===== src/hw/irq_vector_defines.vh =====
// constants for the interrupt flag and serial irq channel block
`ifndef IRQ_VECTOR_DEFINES_VH
`define IRQ_VECTOR_DEFINES_VH

// bus geometry
`define ADR_W 4
`define DAT_W 32
`define SEL_W 4
`define BYTE_W 8

// register byte offsets
`define OFS_ENABLE 4'h0
`define OFS_FLAGS 4'h4
`define OFS_VECTOR 4'h8
`define OFS_LEVELS 4'hc

// irq_enable_register fields
`define BIT_GLOBAL 31
`define BIT_CMD 7
`define BIT_STYLE_HI 4
`define BIT_STYLE_LO 3
`define BIT_GRANT 2
`define BIT_STSV 1
`define BIT_RESP 0
`define ENABLE_MASK 32'h8000009f
`define ENABLE_RST 32'h00000008

// interrupt_event_flags fields
`define FLAG_MASK 32'h00000087
`define FLAG_RST 32'h00000000

// serial_irq_channel_select fields
`define VEC_W 8
`define CHAN_W 4
`define VEC_MASK 8'h0f
`define VEC_RST 8'h00
`define CHAN_OFF 4'h0

// signalling styles
`define STYLE_HIGH 2'b00
`define STYLE_LOW 2'b01
`define STYLE_RISE 2'b10
`define STYLE_FALL 2'b11

// localities and misc
`define NUM_LOC 5
`define LINE_IDLE_RST 1'b1
`define ZERO32 32'h00000000

`endif


===== src/hw/irq_line_shaper.v =====
// shapes the interrupt request into the selected line signalling style
`timescale 1ns/1ps
`include "irq_vector_defines.vh"

module irq_line_shaper (
    input wire clk_i,
    input wire rst_i,
    input wire req_i,
    input wire [1:0] style_i,
    input wire [`CHAN_W-1:0] channel_i,
    output wire line_o,
    output wire oe_o,
    output wire [`CHAN_W-1:0] channel_o
);

reg line_reg;
reg line_next;
reg oe_reg;
reg [`CHAN_W-1:0] channel_reg;
reg req_prev_reg;

// edge styles give one pulse per rise of the request
wire req_rise = req_i & ~req_prev_reg;

// pick the line level from the style code
always @*
begin
    case (style_i)
        `STYLE_HIGH: line_next = req_i;
        `STYLE_LOW: line_next = ~req_i;
        `STYLE_RISE: line_next = req_rise;
        `STYLE_FALL: line_next = ~req_rise;
        default: line_next = ~req_i;
    endcase
end

// channel zero releases the line entirely
always @(posedge clk_i)
begin
    if (rst_i)
    begin
        line_reg <= `LINE_IDLE_RST;
        oe_reg <= 1'b0;
        channel_reg <= `CHAN_OFF;
        req_prev_reg <= 1'b0;
    end
    else
    begin
        line_reg <= line_next;
        oe_reg <= (channel_i != `CHAN_OFF);
        channel_reg <= channel_i;
        req_prev_reg <= req_i;
    end
end

assign line_o = line_reg;
assign oe_o = oe_reg;
assign channel_o = channel_reg;

endmodule


===== src/hw/irq_vector_regs.v =====
// interrupt event flags, enables and serial irq channel behind wishbone
//
// What this block does
// - command-ready rising edge sets flag bit 7.
// - flags clear only on a written one; written zeros do nothing.
// - delayed locality grant sets flag bit 2.
// - an immediate grant with no owner active sets no flag.
// - status-valid rising edge sets flag bit 1.
// - response-ready rising edge sets flag bit 0.
// - response event counts only while status-valid is also high.
// - flag bits 31:8 and 6:3 read as zero.
// - channel field 3:0 resets to zero; zero disables and floats the line.
// - channel register bits 7:4 read zero and ignore writes.
// - interrupt held inactive while global enable is zero or changing.
// - with global enable bit 31 set, each flag gated by its enable.
// - low level style, code 01, is the default; others also offered.
// - only ordinary irq slots, channels 1 to 15, never pci slots.
//
// Decided for this implementation: the register addresses and the Wishbone interface to the registers.
`timescale 1ns/1ps
`include "irq_vector_defines.vh"

module irq_vector_regs (
    input wire clk_i,
    input wire rst_i,
    input wire cyc_i,
    input wire stb_i,
    input wire we_i,
    input wire [`ADR_W-1:0] adr_i,
    input wire [`SEL_W-1:0] sel_i,
    input wire [`DAT_W-1:0] dat_i,
    output wire [`DAT_W-1:0] dat_o,
    output wire ack_o,
    input wire cmd_ready_indication_i,
    input wire status_valid_indication_i,
    input wire response_ready_indication_i,
    input wire [`NUM_LOC-1:0] use_request_bit_i,
    input wire [`NUM_LOC-1:0] granted_owner_bit_i,
    output wire irq_o,
    output wire serial_irq_level_o,
    output wire serial_irq_oe_o,
    output wire [`CHAN_W-1:0] serial_irq_channel_o
);

// true on a 0 to 1 step between two samples
// one shared gate, so every detector in the block behaves alike
function rose;
    input now_v;
    input was_v;
    begin
        rose = now_v & ~was_v;
    end
endfunction

// expands byte selects to a bit mask
// unselected lanes give zero bits, so they neither set nor clear
function [`DAT_W-1:0] lane_mask;
    input [`SEL_W-1:0] sel_v;
    integer j;
    begin
        lane_mask = `ZERO32;
        for (j = 0; j < `SEL_W; j = j + 1)
            lane_mask[j*`BYTE_W +: `BYTE_W] = {`BYTE_W{sel_v[j]}};
    end
endfunction

// bus side registers
// read data is registered, so dat_o never follows the address
// decode and reads zero outside an answer
reg ack_reg;
reg [`DAT_W-1:0] dat_reg;
reg [`DAT_W-1:0] dat_next;

// software visible state
// reserved bits are masked on every write, so no path can load
// a one into them and reads need no second mask
reg [`DAT_W-1:0] enable_reg;
reg [`DAT_W-1:0] enable_next;
reg [`DAT_W-1:0] flags_reg;
reg [`DAT_W-1:0] flags_next;
reg [`VEC_W-1:0] vector_reg;
reg [`VEC_W-1:0] vector_next;

// event tracking
// each indication is compared with its value one edge earlier;
// the indications come from logic on this clock, so no synchroniser
// stands in front of them
reg cmd_prev_reg;
reg stsv_prev_reg;
reg resp_prev_reg;
reg [`NUM_LOC-1:0] granted_prev_reg;
reg [`NUM_LOC-1:0] delayed_reg;
reg [`NUM_LOC-1:0] delayed_next;
reg grant_event;
reg [`DAT_W-1:0] set_bits;

// interrupt gating
reg hold_reg;
reg irq_reg;
reg irq_next;
reg glob_chg;
reg [`DAT_W-1:0] pending;
// loop index over the localities
integer k;

// a fresh request is taken in the cycle before ack
// a strobe held past its answer is taken again once ack drops, so
// the master must release it as soon as it sees ack
wire take = cyc_i & stb_i & ~ack_reg;
wire wr = take & we_i;
wire rd = take & ~we_i;
// one compare per register; any other offset reads zero
wire hit_enable = (adr_i == `OFS_ENABLE);
wire hit_flags = (adr_i == `OFS_FLAGS);
wire hit_vector = (adr_i == `OFS_VECTOR);
wire hit_levels = (adr_i == `OFS_LEVELS);
// byte lanes as bits, shared by the enable and flag writes below
wire [`DAT_W-1:0] wmask = lane_mask(sel_i);

// response event only counts with status valid also high
// a response seen while status is not yet valid would be a false
// completion, so both must be high before the edge counts
wire resp_now = response_ready_indication_i &
                status_valid_indication_i;

// locality grant bookkeeping
// a request is marked delayed only when another owner holds the grant,
// so a request written with nobody active never raises the flag
// the grant bit is compared with its own previous sample, so an
// owner that keeps its grant raises nothing further
always @*
begin
    delayed_next = delayed_reg;
    grant_event = 1'b0;
    for (k = 0; k < `NUM_LOC; k = k + 1)
    begin
        if (rose(granted_owner_bit_i[k], granted_prev_reg[k]) &&
            delayed_reg[k])
            grant_event = 1'b1;
        if (granted_owner_bit_i[k] || !use_request_bit_i[k])
            delayed_next[k] = 1'b0;
        else if ((granted_owner_bit_i &
                  ~(`NUM_LOC'd1 << k)) != {`NUM_LOC{1'b0}})
            delayed_next[k] = 1'b1;
    end
end

// collect the events of this cycle
// all sources fold into one word, so the flag update below is a
// single mask operation
always @*
begin
    set_bits = `ZERO32;
    set_bits[`BIT_CMD] = rose(cmd_ready_indication_i,
                              cmd_prev_reg);
    set_bits[`BIT_GRANT] = grant_event;
    set_bits[`BIT_STSV] = rose(status_valid_indication_i,
                               stsv_prev_reg);
    set_bits[`BIT_RESP] = rose(resp_now, resp_prev_reg);
end

// flags: write one clears, a set in the same cycle wins
// so software never loses an event that it has not yet seen;
// a read clears nothing, only a written one acknowledges
always @*
begin
    flags_next = flags_reg;
    if (wr && hit_flags)
        flags_next = flags_next & ~(dat_i & wmask);
    flags_next = (flags_next | set_bits) & `FLAG_MASK;
end

// enable register, reserved bits stay zero
// byte lanes are honoured, so a partial write leaves the other
// enables and the style field alone
always @*
begin
    enable_next = enable_reg;
    if (wr && hit_enable)
        enable_next = ((enable_reg & ~wmask) | (dat_i & wmask)) &
                      `ENABLE_MASK;
end

// a write that flips the global enable blanks the request
// only lane 3 carries the global bit; a write without it cannot
// change the enable and needs no blanking
always @*
begin
    glob_chg = 1'b0;
    if (wr && hit_enable && sel_i[3] &&
        (dat_i[`BIT_GLOBAL] != enable_reg[`BIT_GLOBAL]))
        glob_chg = 1'b1;
end

// channel select, upper nibble is read only zero
// the channel lives in lane 0; the upper nibble is dropped by the
// mask rather than stored
always @*
begin
    vector_next = vector_reg;
    if (wr && hit_vector && sel_i[0])
        vector_next = dat_i[`VEC_W-1:0] & `VEC_MASK;
end

// read data mux, unmapped offsets read zero
// the levels word is a raw view of the indications for debug;
// it carries no flag and clears nothing
always @*
begin
    dat_next = `ZERO32;
    if (rd)
    begin
        if (hit_enable)
            dat_next = enable_reg;
        else if (hit_flags)
            dat_next = flags_reg;
        else if (hit_vector)
            dat_next = {{(`DAT_W-`VEC_W){1'b0}}, vector_reg};
        else if (hit_levels)
        begin
            dat_next[`BIT_CMD] = cmd_ready_indication_i;
            dat_next[`BIT_STSV] = status_valid_indication_i;
            dat_next[`BIT_RESP] = response_ready_indication_i;
        end
    end
end

// request level: only enabled flags count, only under global enable
// registered one cycle behind the flags, which keeps irq_o free of
// glitches from the bus decode
always @*
begin
    pending = flags_reg & enable_reg & `FLAG_MASK;
    irq_next = 1'b0;
    if (enable_reg[`BIT_GLOBAL] && !hold_reg && !glob_chg)
        irq_next = (pending != `ZERO32);
end

// bus handshake: ack one cycle after the request, dropped next cycle
// a fixed single wait state keeps every register answer alike
always @(posedge clk_i)
begin
    if (rst_i)
    begin
        ack_reg <= 1'b0;
        dat_reg <= `ZERO32;
    end
    else
    begin
        ack_reg <= take;
        dat_reg <= dat_next;
    end
end

// software visible state
// enable resets to the low level style with every source off
always @(posedge clk_i)
begin
    if (rst_i)
    begin
        enable_reg <= `ENABLE_RST;
        flags_reg <= `FLAG_RST;
        vector_reg <= `VEC_RST;
    end
    else
    begin
        enable_reg <= enable_next;
        flags_reg <= flags_next;
        vector_reg <= vector_next;
    end
end

// previous samples for edge detection
// they reset low, so an indication already high as reset ends is
// taken as a rise and sets its flag on the first edge
always @(posedge clk_i)
begin
    if (rst_i)
    begin
        cmd_prev_reg <= 1'b0;
        stsv_prev_reg <= 1'b0;
        resp_prev_reg <= 1'b0;
        granted_prev_reg <= {`NUM_LOC{1'b0}};
    end
    else
    begin
        cmd_prev_reg <= cmd_ready_indication_i;
        stsv_prev_reg <= status_valid_indication_i;
        resp_prev_reg <= resp_now;
        granted_prev_reg <= granted_owner_bit_i;
    end
end

// delayed requests per locality, forgotten once granted or withdrawn
always @(posedge clk_i)
begin
    if (rst_i)
    begin
        delayed_reg <= {`NUM_LOC{1'b0}};
    end
    else
    begin
        delayed_reg <= delayed_next;
    end
end

// interrupt level and the blanking cycle after a global change
// holding one extra cycle covers the edge where enable itself moves
// glob_chg itself blanks the cycle of the write
always @(posedge clk_i)
begin
    if (rst_i)
    begin
        hold_reg <= 1'b0;
        irq_reg <= 1'b0;
    end
    else
    begin
        hold_reg <= glob_chg;
        irq_reg <= irq_next;
    end
end

// line shaping and channel; only a 4-bit channel can be chosen, so the
// pci slots of the serial stream are out of reach by construction
// style and channel reach the pins one cycle after they are written
irq_line_shaper u_shaper (
    .clk_i(clk_i),
    .rst_i(rst_i),
    .req_i(irq_reg),
    .style_i(enable_reg[`BIT_STYLE_HI:`BIT_STYLE_LO]),
    .channel_i(vector_reg[`CHAN_W-1:0]),
    .line_o(serial_irq_level_o),
    .oe_o(serial_irq_oe_o),
    .channel_o(serial_irq_channel_o)
);

// every output comes straight from a register
assign dat_o = dat_reg;
assign ack_o = ack_reg;
assign irq_o = irq_reg;

endmodule


===== config.mk =====
export PLATFORM = sky130hd
export DESIGN_NAME = irq_vector_regs
export DESIGN_NICKNAME = d
export VERILOG_FILES = /design/src/hw/irq_line_shaper.v /design/src/hw/irq_vector_regs.v
export VERILOG_INCLUDE_DIRS = /design/src /design/src/hw
export SDC_FILE = /design/constraint.sdc
export NUM_CORES = 1
export LEC_CHECK = 0
export BUFFER_PORTS_ARGS = -buffer_cell sky130_fd_sc_hd__buf_2
export CORE_MARGIN = 4
export CORE_UTILIZATION = 51
export CTS_BUF_LIST = sky130_fd_sc_hd__clkbuf_4 sky130_fd_sc_hd__clkbuf_8
export DETAILED_ROUTE_END_ITERATION = 6
export PLACE_DENSITY = 0.95
export SLEW_MARGIN = 5
export SYNTH_ARGS = -nofsm -noshare
export SYNTH_HDL_FRONTEND = slang
export SYNTH_SLANG_ARGS = --single-unit

===== constraint.sdc =====
create_clock -name clk_i -period 2.8 [get_ports clk_i]
set_input_delay 0 -clock clk_i [delete_from_list [all_inputs] [get_ports clk_i]]
set_output_delay 0 -clock clk_i [all_outputs]
set_load 0.03 [all_outputs]

==> impl_results.rst, run 1 <==
.. list-table::
   :header-rows: 1

   * - Metric
     - Value
   * - Final hold violation count
     - 0
   * - Worst clock skew
     - 0.00339 ns
   * - Crit-path most repeated cell
     - sky130_fd_sc_hd__dlygate4sd3_1
   * - Sum of negative setup slack
     - 0 ns
   * - Die X-Extent
     - 70.6 um
   * - List of cells traversed by the critical path
     - dlygate4sd3_1 > buf_2 > or4_1 > nor2_1 > nor4b_1 > dlygate4sd3_1
   * - Count of buffers inserted at the top-level ports
     - 45
   * - Detailed-routing iteration count for the pre-antenna-repair pass
     - 4
   * - Max-Slew Margin vs Limit
     - 60.8%
   * - Synth async-reset ratio
     - 0%
   * - CP delay by family, top
     - buffers and inverters
   * - Internal Power
     - 921 uW
   * - Die outline area
     - 4980 um2
   * - Detail Placement HPWL
     - 3060 um
   * - Worst IR Drop VDD
     - 0.354 mV
   * - Number of flops mapped to enable cells by yosys
     - 0
   * - Number of global-route vias before repair
     - 1520
   * - Highest cell delay on the worst timing path
     - 0.58 ns
   * - Routed WL per cell
     - 14.3 um
   * - Share of layout cells above drive strength 1
     - 22.7%
   * - Row Count
     - 22
   * - Synthesis Warnings
     - 0
   * - Clk network pwr share
     - 32.9%
   * - Setup repair after global routing missed its margin
     - no
   * - Post-Route M1 WL
     - 1760 um
   * - Number of sinks on the clock net
     - 45
   * - Fmax
     - 568 MHz
   * - Max Fanout on Critical Path
     - 6
   * - Clock buffer count from CTS
     - 5
   * - Total DRC errors in the routed layout
     - 0
   * - Average instance area after synthesis
     - 9.89 um2
   * - Total met3 wirelength after detailed routing
     - 330 um
   * - Pin count of the biggest net entering global routing
     - 33
   * - Total number of vias
     - 1640
   * - Area of the mapped netlist
     - 2000 um2
   * - Sequential fraction of the synthesis area
     - 45.1%
   * - Final Setup Violations
     - 0
   * - Transition time at the pin with the least slew margin
     - 0.584 ns
   * - Hold_ws
     - 0.0560 ns
   * - Static Leakage
     - 0.00103 uW
   * - Number of placed I/O pins
     - 98
   * - Critical path endpoint category
     - flip-flop
   * - Data required time at the worst endpoint
     - 2.98 ns
   * - Part of the cycle the worst path needs
     - 62.9%
   * - Number of H-tree levels
     - 2
   * - Antenna diodes
     - 0
   * - Outcome
     - finished, final reports clean
   * - Initial antenna violation count
     - 0
   * - Worst endpoint data arrival time
     - 1.94 ns
   * - Cell type contributing the most total cell area after synthesis
     - sky130_fd_sc_hd__dfxtp_1
   * - TritonCTS clock tree
     - yes
   * - Setup crit start kind
     - input port
   * - Clock slew at the register clock pins of the worst setup and hold paths
     - 0.08 ns
   * - Routability cong.
     - 0.794
   * - Syn-to-layout area delta
     - 22.0%
   * - Wire length of the first global-routing pass
     - 7040 um
   * - FF+latch count, synth
     - 45
   * - Proportion of netlist area held by the largest area contributor
     - 45.1%
   * - Clock tree root buffer cell
     - sky130_fd_sc_hd__clkbuf_8
   * - Distinct cell type count after synthesis
     - 41
   * - Global route overflow
     - 0
   * - Most instantiated flip-flop cell in the synthesis netlist
     - sky130_fd_sc_hd__dfxtp_1
   * - Final max-slew violation count
     - 0
   * - Initial core utilization
     - 53.8%
   * - Number of buffers and inverters on the critical path
     - 3
   * - Die span in y
     - 70.6 um
   * - Setup CP Type
     - in2reg
   * - Sum of met2 wire segment lengths after detailed routing
     - 2310 um
   * - Area of the core region
     - 3720 um2
   * - Dominant cells by area after synthesis
     - sky130_fd_sc_hd__dfxtp_1 (45%), sky130_fd_sc_hd__buf_4 (10%), sky130_fd_sc_hd__nor2b_1 (4.7%)
   * - Class of the most critical hold timing path
     - in2reg
   * - Net switching power figure
     - 317 uW
   * - Slowest stage cell, crit path
     - sky130_fd_sc_hd__dlygate4sd3_1
   * - DRT Wirelength
     - 4460 um
   * - PD cells
     - 508 nW/um2
   * - Number of cells produced by synthesis
     - 202
   * - Antenna-violating nets left
     - 0
   * - Post-route minimum period
     - 1.76 ns
   * - Maximum capacitance violations
     - 0
   * - Clock buffer depth
     - 2
   * - Fraction of power consumed by sequential logic
     - 53.6%
   * - Highest metal layer with signal wires
     - met4
   * - Violation count after the first detailed-routing iteration
     - 76
   * - Clk_lat worst skew
     - 0.30 ns
   * - Proportion of power drawn by combinational gates
     - 13.5%
   * - Number of nets in the layout
     - 322
   * - Number of gates resized after cts
     - 0
   * - Switching share of power
     - 25.6%
   * - Post-CTS setup-driven buffer insertion count
     - 0
   * - Via density per instance
     - 5.26
   * - All-Layer GR Usage
     - 17.6%
   * - Hold-fix buffer count after cts
     - 21
==> Yosys cell counts, types with 2 or more instances <==
cell and n:
sky130_fd_sc_hd__clkbuf_1 6, sky130_fd_sc_hd__buf_2 2, sky130_fd_sc_hd__dfxtp_1 45, sky130_fd_sc_hd__nand3_1 2, sky130_fd_sc_hd__nor2_1 10, sky130_fd_sc_hd__mux2i_1 3, sky130_fd_sc_hd__nor4_1 2, sky130_fd_sc_hd__inv_1 6
sky130_fd_sc_hd__a21oi_1 11, sky130_fd_sc_hd__nor4b_2 2, sky130_fd_sc_hd__o311a_1 4, sky130_fd_sc_hd__nor2b_1 15, sky130_fd_sc_hd__a32o_1 3, sky130_fd_sc_hd__or4_1 2, sky130_fd_sc_hd__and3_1 3, sky130_fd_sc_hd__or3_1 2
sky130_fd_sc_hd__buf_4 27, sky130_fd_sc_hd__nand3b_1 6, sky130_fd_sc_hd__o31ai_1 10, sky130_fd_sc_hd__a22oi_1 2, sky130_fd_sc_hd__o21a_1 2, sky130_fd_sc_hd__o21ai_1 2, sky130_fd_sc_hd__nand2_1 3, sky130_fd_sc_hd__mux4_2 2
sky130_fd_sc_hd__nand4_1 14
==> worst paths after layout <==
check	from	endpoint	slack, ns	cells after the start
worst max-delay path	granted_owner_bit_i[0]	delayed_reg[4]$_SDFFE_PP0P_	1.04	6
worst min-delay path	we_i	dat_o[7]$_SDFF_PP0_	0.06	3
worst max register to register	ack_o$_SDFF_PP0_	flags_reg[2]$_SDFF_PP0_	1.29	3
worst min register to register	resp_prev_reg$_SDFF_PP0_	flags_reg[0]$_SDFF_PP0_	0.49	2
==> per-layer routing <==
metal,GRT usage [%],up-vias
met1,20.6,763
li1,-,812
met2,31.0,57
met3,3.55,8
met4,7.93,0
met5,0,-
==> cell type report <==
class / count / area, um2
flip-flops and latches: 45 / 901
multi-input cells: 139 / 926
inverters: 7 / 26.3
clock buffers: 7 / 90.1
well taps: 48 / 60.1
fillers: 307 / 1280
repair buffers: 66 / 435
==> stage by stage <==
step	total power, uW	instances	worst slack (ns)	util, %	area [um2]
after floorplan	804	226	1.40	-	2090
after global placement	816	284	1.34	57.5	2140
after detailed placement	820	284	1.32	57.5	2140
after CTS	1240	312	1.06	65.6	2440
after global routing	1280	312	0.940	65.6	2440
final	1240	312	1.04	65.6	2440
==> cells by family (layout without fill, tap and decap cells) <==
group / Yosys count / count (layout) / share of synthesized area [%]
compound gates: 37 / 37 / 13.2
xor+xnor: 1 / 1 / 0.438
buf+inv: 42 / 80 / 13.1
flops: 45 / 45 / 45.1
mux: 5 / 5 / 3.76
other cells: 1 / 25 / 0.188
simple gates: 71 / 71 / 24.2
==> cells in the final DEF, fill, tap and decap left out, types with 2 or more instances in the layout <==
cell	Yosys	final
sky130_fd_sc_hd__dfxtp_1	45	45
sky130_fd_sc_hd__buf_2	2	45
sky130_fd_sc_hd__conb_1	1	25
sky130_fd_sc_hd__dlygate4sd3_1	0	21
sky130_fd_sc_hd__nor2b_1	15	15
sky130_fd_sc_hd__nand4_1	14	14
sky130_fd_sc_hd__a21oi_1	11	11
sky130_fd_sc_hd__nor2_1	10	10
sky130_fd_sc_hd__o31ai_1	10	10
sky130_fd_sc_hd__inv_1	6	6
sky130_fd_sc_hd__nand3b_1	6	6
sky130_fd_sc_hd__clkbuf_8	0	6
sky130_fd_sc_hd__o311a_1	4	4
sky130_fd_sc_hd__nand2_1	3	3
sky130_fd_sc_hd__and3_1	3	3
sky130_fd_sc_hd__mux2i_1	3	3
sky130_fd_sc_hd__a32o_1	3	3
sky130_fd_sc_hd__nor4_1	2	2
sky130_fd_sc_hd__o21ai_1	2	2
sky130_fd_sc_hd__nor4b_2	2	2
sky130_fd_sc_hd__or4_1	2	2
sky130_fd_sc_hd__o21a_1	2	2
sky130_fd_sc_hd__mux4_2	2	2
sky130_fd_sc_hd__nand3_1	2	2
sky130_fd_sc_hd__or3_1	2	2
sky130_fd_sc_hd__a22oi_1	2	2
==> worst register-to-register path, cell delays in order (launching register included) <==
cell and delay, ns:
sky130_fd_sc_hd__dfxtp_1 0.33, sky130_fd_sc_hd__and4b_1 0.61, sky130_fd_sc_hd__a41oi_1 0.19, sky130_fd_sc_hd__o31a_1 0.27
==> power groups by stage <==
stage                     logic (uW)  clock network [uW]  registers, uW
after floorplan                  126                   0            677
after global placement           139                   0            677
after detailed placement         142                   0            678
after CTS                        164                 413            663
after global routing             181                 435            665
final                            168                 407            664
Power figures use the tool's default switching activity.
==> inputs of run 2 (changes only) <==
--- a/config.mk
+++ b/config.mk
@@ -6,12 +6,13 @@
 export SDC_FILE = /design/constraint.sdc
 export NUM_CORES = 1
 export LEC_CHECK = 0
+export ABC_AREA = 1
 export BUFFER_PORTS_ARGS = -buffer_cell sky130_fd_sc_hd__buf_2
 export CORE_MARGIN = 4
-export CORE_UTILIZATION = 51
+export CORE_UTILIZATION = 48
 export CTS_BUF_LIST = sky130_fd_sc_hd__clkbuf_4 sky130_fd_sc_hd__clkbuf_8
 export DETAILED_ROUTE_END_ITERATION = 6
-export PLACE_DENSITY = 0.95
+export PLACE_DENSITY = 0.92
 export SLEW_MARGIN = 5
 export SYNTH_ARGS = -nofsm -noshare
 export SYNTH_HDL_FRONTEND = slang
==> constraint.sdc (replaced) <==
create_clock -name clk_i -period 1.8 [get_ports clk_i]
set_input_delay 0 -clock clk_i [delete_from_list [all_inputs] [get_ports clk_i]]
set_output_delay 0 -clock clk_i [all_outputs]
set_load 0.03 [all_outputs]
==> run 2 against run 1 <==
Die area increased by 11%; routed wire length increased by 13%; sequential power increased by 55%; global-route usage increased by 0.96 points; critical endpoint is now delayed_reg[2]$_SDFFE_PP0P_; count of clock-buffer cells in the layout decreased by 2; clock skew increased by 0.0038 ns; core utilization decreased by 4.7 points; combinational power increased by 57%; sequential share of layout area decreased by 1.2 points; sequential cell count unchanged; non-clock buffer count decreased by 5; first-iteration DRC count increased to 2.8 times the previous value.
==> impl_results.rst, run 2 <==
.. list-table::
   :header-rows: 1

   * - Metric
     - Value
   * - Number of sinks on the clock net
     - 45 (unchanged)
   * - Fmax
     - 587 MHz
   * - Util after Layout
     - 60.9% (-4.7 points)
   * - Fraction of the mapped netlist area in simple logic gates
     - 33.1% (+8.9 points)
   * - Distinct cell type count after synthesis
     - 26 (-37%)
   * - Most common cell after layout, fill and taps aside
     - sky130_fd_sc_hd__nand2_1
   * - Via density per instance
     - 4.92 (-6.5%)
   * - Compound-Gate Fraction of Synth Area
     - 4.55% (-8.7 points)
   * - R2R Setup Slk
     - 0.46 ns (-0.83 ns)
   * - Max-Slew Margin vs Limit
     - 66.4% (+5.7 points)
   * - Startpoint of the worst-slack reg-to-reg timing path
     - delayed_reg[2]$_SDFFE_PP0P_
   * - Dominant cells by area after synthesis
     - sky130_fd_sc_hd__dfxtp_1 (43%), sky130_fd_sc_hd__nand2_1 (9.8%), sky130_fd_sc_hd__buf_4 (8.9%)
   * - Post-route minimum period
     - 1.70 ns
   * - Die X-Extent
     - 74.4 um (+5.4%)
   * - Mux share of post-synthesis cell area
     - 0% (-3.8 points)
   * - Initial core utilization
     - 51.1% (-2.7 points)
   * - Clock tree root buffer cell
     - sky130_fd_sc_hd__clkbuf_8
   * - Number of cells produced by synthesis
     - 289 (+43%)
   * - All-Layer GR Usage
     - 18.6% (+0.96 points)
   * - Transition time at the pin with the least slew margin
     - 0.503 ns (-0.0813 ns)
   * - Routed WL per cell
     - 12.5 um (-12%)
   * - Least setup slack across all paths after layout
     - 0.0955 ns (-0.945 ns)
   * - Antenna-violating nets left
     - 0 (unchanged)
   * - Average instance area after synthesis
     - 7.33 um2 (-26%)
   * - Number of flops mapped to enable cells by yosys
     - 0 (unchanged)
   * - Most instantiated flip-flop cell in the synthesis netlist
     - sky130_fd_sc_hd__dfxtp_1
   * - Static Leakage
     - 0.00125 uW (+21%)
   * - Clock slew at the register clock pins of the worst setup and hold paths
     - 0.09 ns (about the same)
   * - Total met3 wirelength after detailed routing
     - 519 um (+57%)
   * - Commonest cells after routing, fill and taps aside
     - sky130_fd_sc_hd__nand2_1 (55), sky130_fd_sc_hd__inv_1 (46), sky130_fd_sc_hd__dfxtp_1 (45), sky130_fd_sc_hd__buf_2 (45), sky130_fd_sc_hd__nor2_1 (42)
   * - Number of global-route vias before repair
     - 1818 (+20%)
   * - Number of H-tree levels
     - 2 (unchanged)
   * - Most frequent cells after synthesis
     - sky130_fd_sc_hd__nand2_1 (55), sky130_fd_sc_hd__inv_1 (46), sky130_fd_sc_hd__dfxtp_1 (45)
   * - Final Setup Violations
     - 0 (unchanged)
   * - Die span in y
     - 74.4 um (+5.4%)
   * - Clk_lat worst skew
     - 0.30 ns (about the same)
   * - Clock buffer count from CTS
     - 5 (unchanged)
   * - Setup CP Type
     - in2reg
   * - Depth of the most critical reg-to-reg path
     - 3 (unchanged)
   * - Area of the core region
     - 4140 um2 (+12%)
   * - Total DRC errors in the routed layout
     - 0 (unchanged)
   * - Critical path endpoint category
     - flip-flop
   * - Count of buffers inserted at the top-level ports
     - 45 (unchanged)
   * - Largest family of logic cells by synthesized area
     - simple AND/OR/NAND/NOR gates
   * - Xor and xnor fraction of the mapped netlist area
     - 0.414% (-0.025 points)
   * - Final max-slew violation count
     - 0 (unchanged)
   * - Data required time at the worst endpoint
     - 2.01 ns (-0.97 ns)
   * - Setup crit start kind
     - input port
   * - Row Count
     - 23 (+4.5%)
   * - Routability cong.
     - 0.808 (+1.8%)
   * - Detail Placement HPWL
     - 3380 um (+11%)
   * - Dominant cell by count in the synthesized netlist
     - sky130_fd_sc_hd__nand2_1
   * - Cell type contributing the most total cell area after synthesis
     - sky130_fd_sc_hd__dfxtp_1
   * - Initial antenna violation count
     - 0 (unchanged)
   * - Max Fanout on Critical Path
     - 4 (-2)
   * - Wire length of the first global-routing pass
     - 7820 um (+11%)
   * - Syn-to-layout area delta
     - 19.2%
   * - Clock buffer depth
     - 2 (unchanged)
   * - Synth async-reset ratio
     - 0% (unchanged)
   * - Post-Synth Adder-Cell Area
     - 0% (unchanged)
   * - Violation count after the first detailed-routing iteration
     - 210 (+180%)
   * - Worst IR Drop VDD
     - 0.455 mV (+29%)
   * - Worst clock skew
     - 0.00718 ns (+0.00379 ns)
   * - Setup repair after global routing missed its margin
     - no
   * - Final hold violation count
     - 0 (unchanged)
   * - Sum of met2 wire segment lengths after detailed routing
     - 2510 um (+8.6%)
   * - Antenna diodes
     - 0 (unchanged)
   * - Launch point of the critical path
     - granted_owner_bit_i[0]
   * - Pwr Total
     - 1920 uW (+55%)
   * - Sequential fraction of the synthesis area
     - 42.6% (-2.5 points)
   * - Pre-CTS worst setup slack
     - 0.566 ns (-0.751 ns)
   * - Proportion of netlist area held by the largest area contributor
     - 42.6% (-2.5 points)
   * - TritonCTS clock tree
     - yes
   * - Worst endpoint data arrival time
     - 1.91 ns (-0.03 ns)
   * - Hold_ws
     - 0.00102 ns (-0.0550 ns)
   * - Area of the mapped netlist
     - 2120 um2 (+5.9%)
   * - Source of the worst hold timing path
     - sel_i[3]
   * - Part of the cycle the worst path needs
     - 94.7%
   * - FF+latch count, synth
     - 45 (unchanged)
   * - Share of layout cells above drive strength 1
     - 21.0% (-1.7 points)
   * - Detailed-routing iteration count for the pre-antenna-repair pass
     - 4 (unchanged)
   * - PD cells
     - 762 nW/um2 (+50%)
   * - Die outline area
     - 5540 um2 (+11%)
   * - Number of placed I/O pins
     - 98 (unchanged)
   * - Highest metal layer with signal wires
     - met4
   * - Class of the most critical hold timing path
     - in2reg
   * - Global route overflow
     - 0 (unchanged)
   * - Endpoint of the worst-slack reg-to-reg timing path
     - delayed_reg[2]$_SDFFE_PP0P_
   * - Sum of negative setup slack
     - 0 ns (unchanged)
   * - Maximum capacitance violations
     - 0 (unchanged)
   * - Pin count of the biggest net entering global routing
     - 16 (-52%)
   * - Post-Route M1 WL
     - 1910 um (+8.2%)
   * - Number of gates resized after cts
     - 0 (unchanged)
   * - DRT Wirelength
     - 5040 um (+13%)
   * - Total number of vias
     - 1976 (+20%)
   * - Cell depth of the worst hold path
     - 4 (+1)
   * - Synthesis Warnings
     - 0 (unchanged)
   * - Number of nets in the layout
     - 409 (+27%)
   * - Outcome
     - finished, final reports clean
run 2: cell count changes after synthesis, sizes merged, moves of 6 or more:
cell | previous run | this run
nand2 | 3 | 58
inv | 7 | 50
nand3 | 2 | 17
clkbuf | 6 | 0
nor2 | 10 | 52
o31ai | 10 | 0
nor2b | 15 | 0
run 2: through the flow:
step / std cells / instance area (um2)
floorplan: 313 / 2210
global placement: 379 / 2280
detailed placement: 379 / 2280
CTS: 402 / 2520
global route: 402 / 2520
finish: 402 / 2520
run 2: kinds of logic after synthesis:
logic type,Yosys count
buf+inv,80
flops,45
compound gates,17
other cells,1
xor+xnor,1
simple gates,145
run 2: routing by layer:
layer  GRT usage, %  vias up
met4           11.1        0
met3           3.38       12
met1           21.2      892
li1               -      960
met5              0        -
met2           32.1      112
run 2: power breakdown:
group	leakage [uW]	internal (uW)	switching [uW]	total, uW
Clock	0.0000445	275	354	629
Sequential	0.000367	1020	12.6	1030
Combinational	0.000842	78.7	184	263
Total	0.00125	1370	550	1920
run 2: what timing repair did:
action / CTS / global route
hold buffers: 15 / 0
setup buffers: 0 / 0
endpoints found under the hold margin: 13 / 0
run 2: critical path, cell delays in order:
cell and delay, ns:
sky130_fd_sc_hd__dlygate4sd3_1 0.55, sky130_fd_sc_hd__buf_2 0.15, sky130_fd_sc_hd__nor2_1 0.23, sky130_fd_sc_hd__nand2_1 0.10, sky130_fd_sc_hd__o211ai_1 0.24, sky130_fd_sc_hd__dlygate4sd3_1 0.60
sky130_fd_sc_hd__inv_1 0.05
run 2: worst max path at each step:
| stage | end | slack [ns] |
|---|---|---|
| global route | delayed_reg[2]$_SDFFE_PP0P_ | 0.05 |
| CTS | delayed_reg[2]$_SDFFE_PP0P_ | 0.31 |
| floorplan | irq_o$_SDFF_PP0_ | 0.57 |
| detailed placement | irq_o$_SDFF_PP0_ | 0.57 |
| finish | delayed_reg[2]$_SDFFE_PP0P_ | 0.1 |
| global placement | irq_o$_SDFF_PP0_ | 0.61 |
run 2: layout make-up:
| type | instances | area (um2) |
|---|---|---|
| repair buffers | 61 | 383 |
| multi-input cells | 188 | 900 |
| flip-flops and latches | 45 | 901 |
| clock inverters | 3 | 21.3 |
| inverters | 50 | 188 |
| fillers | 376 | 1620 |
| well taps | 50 | 62.6 |
| clock buffers | 5 | 68.8 |
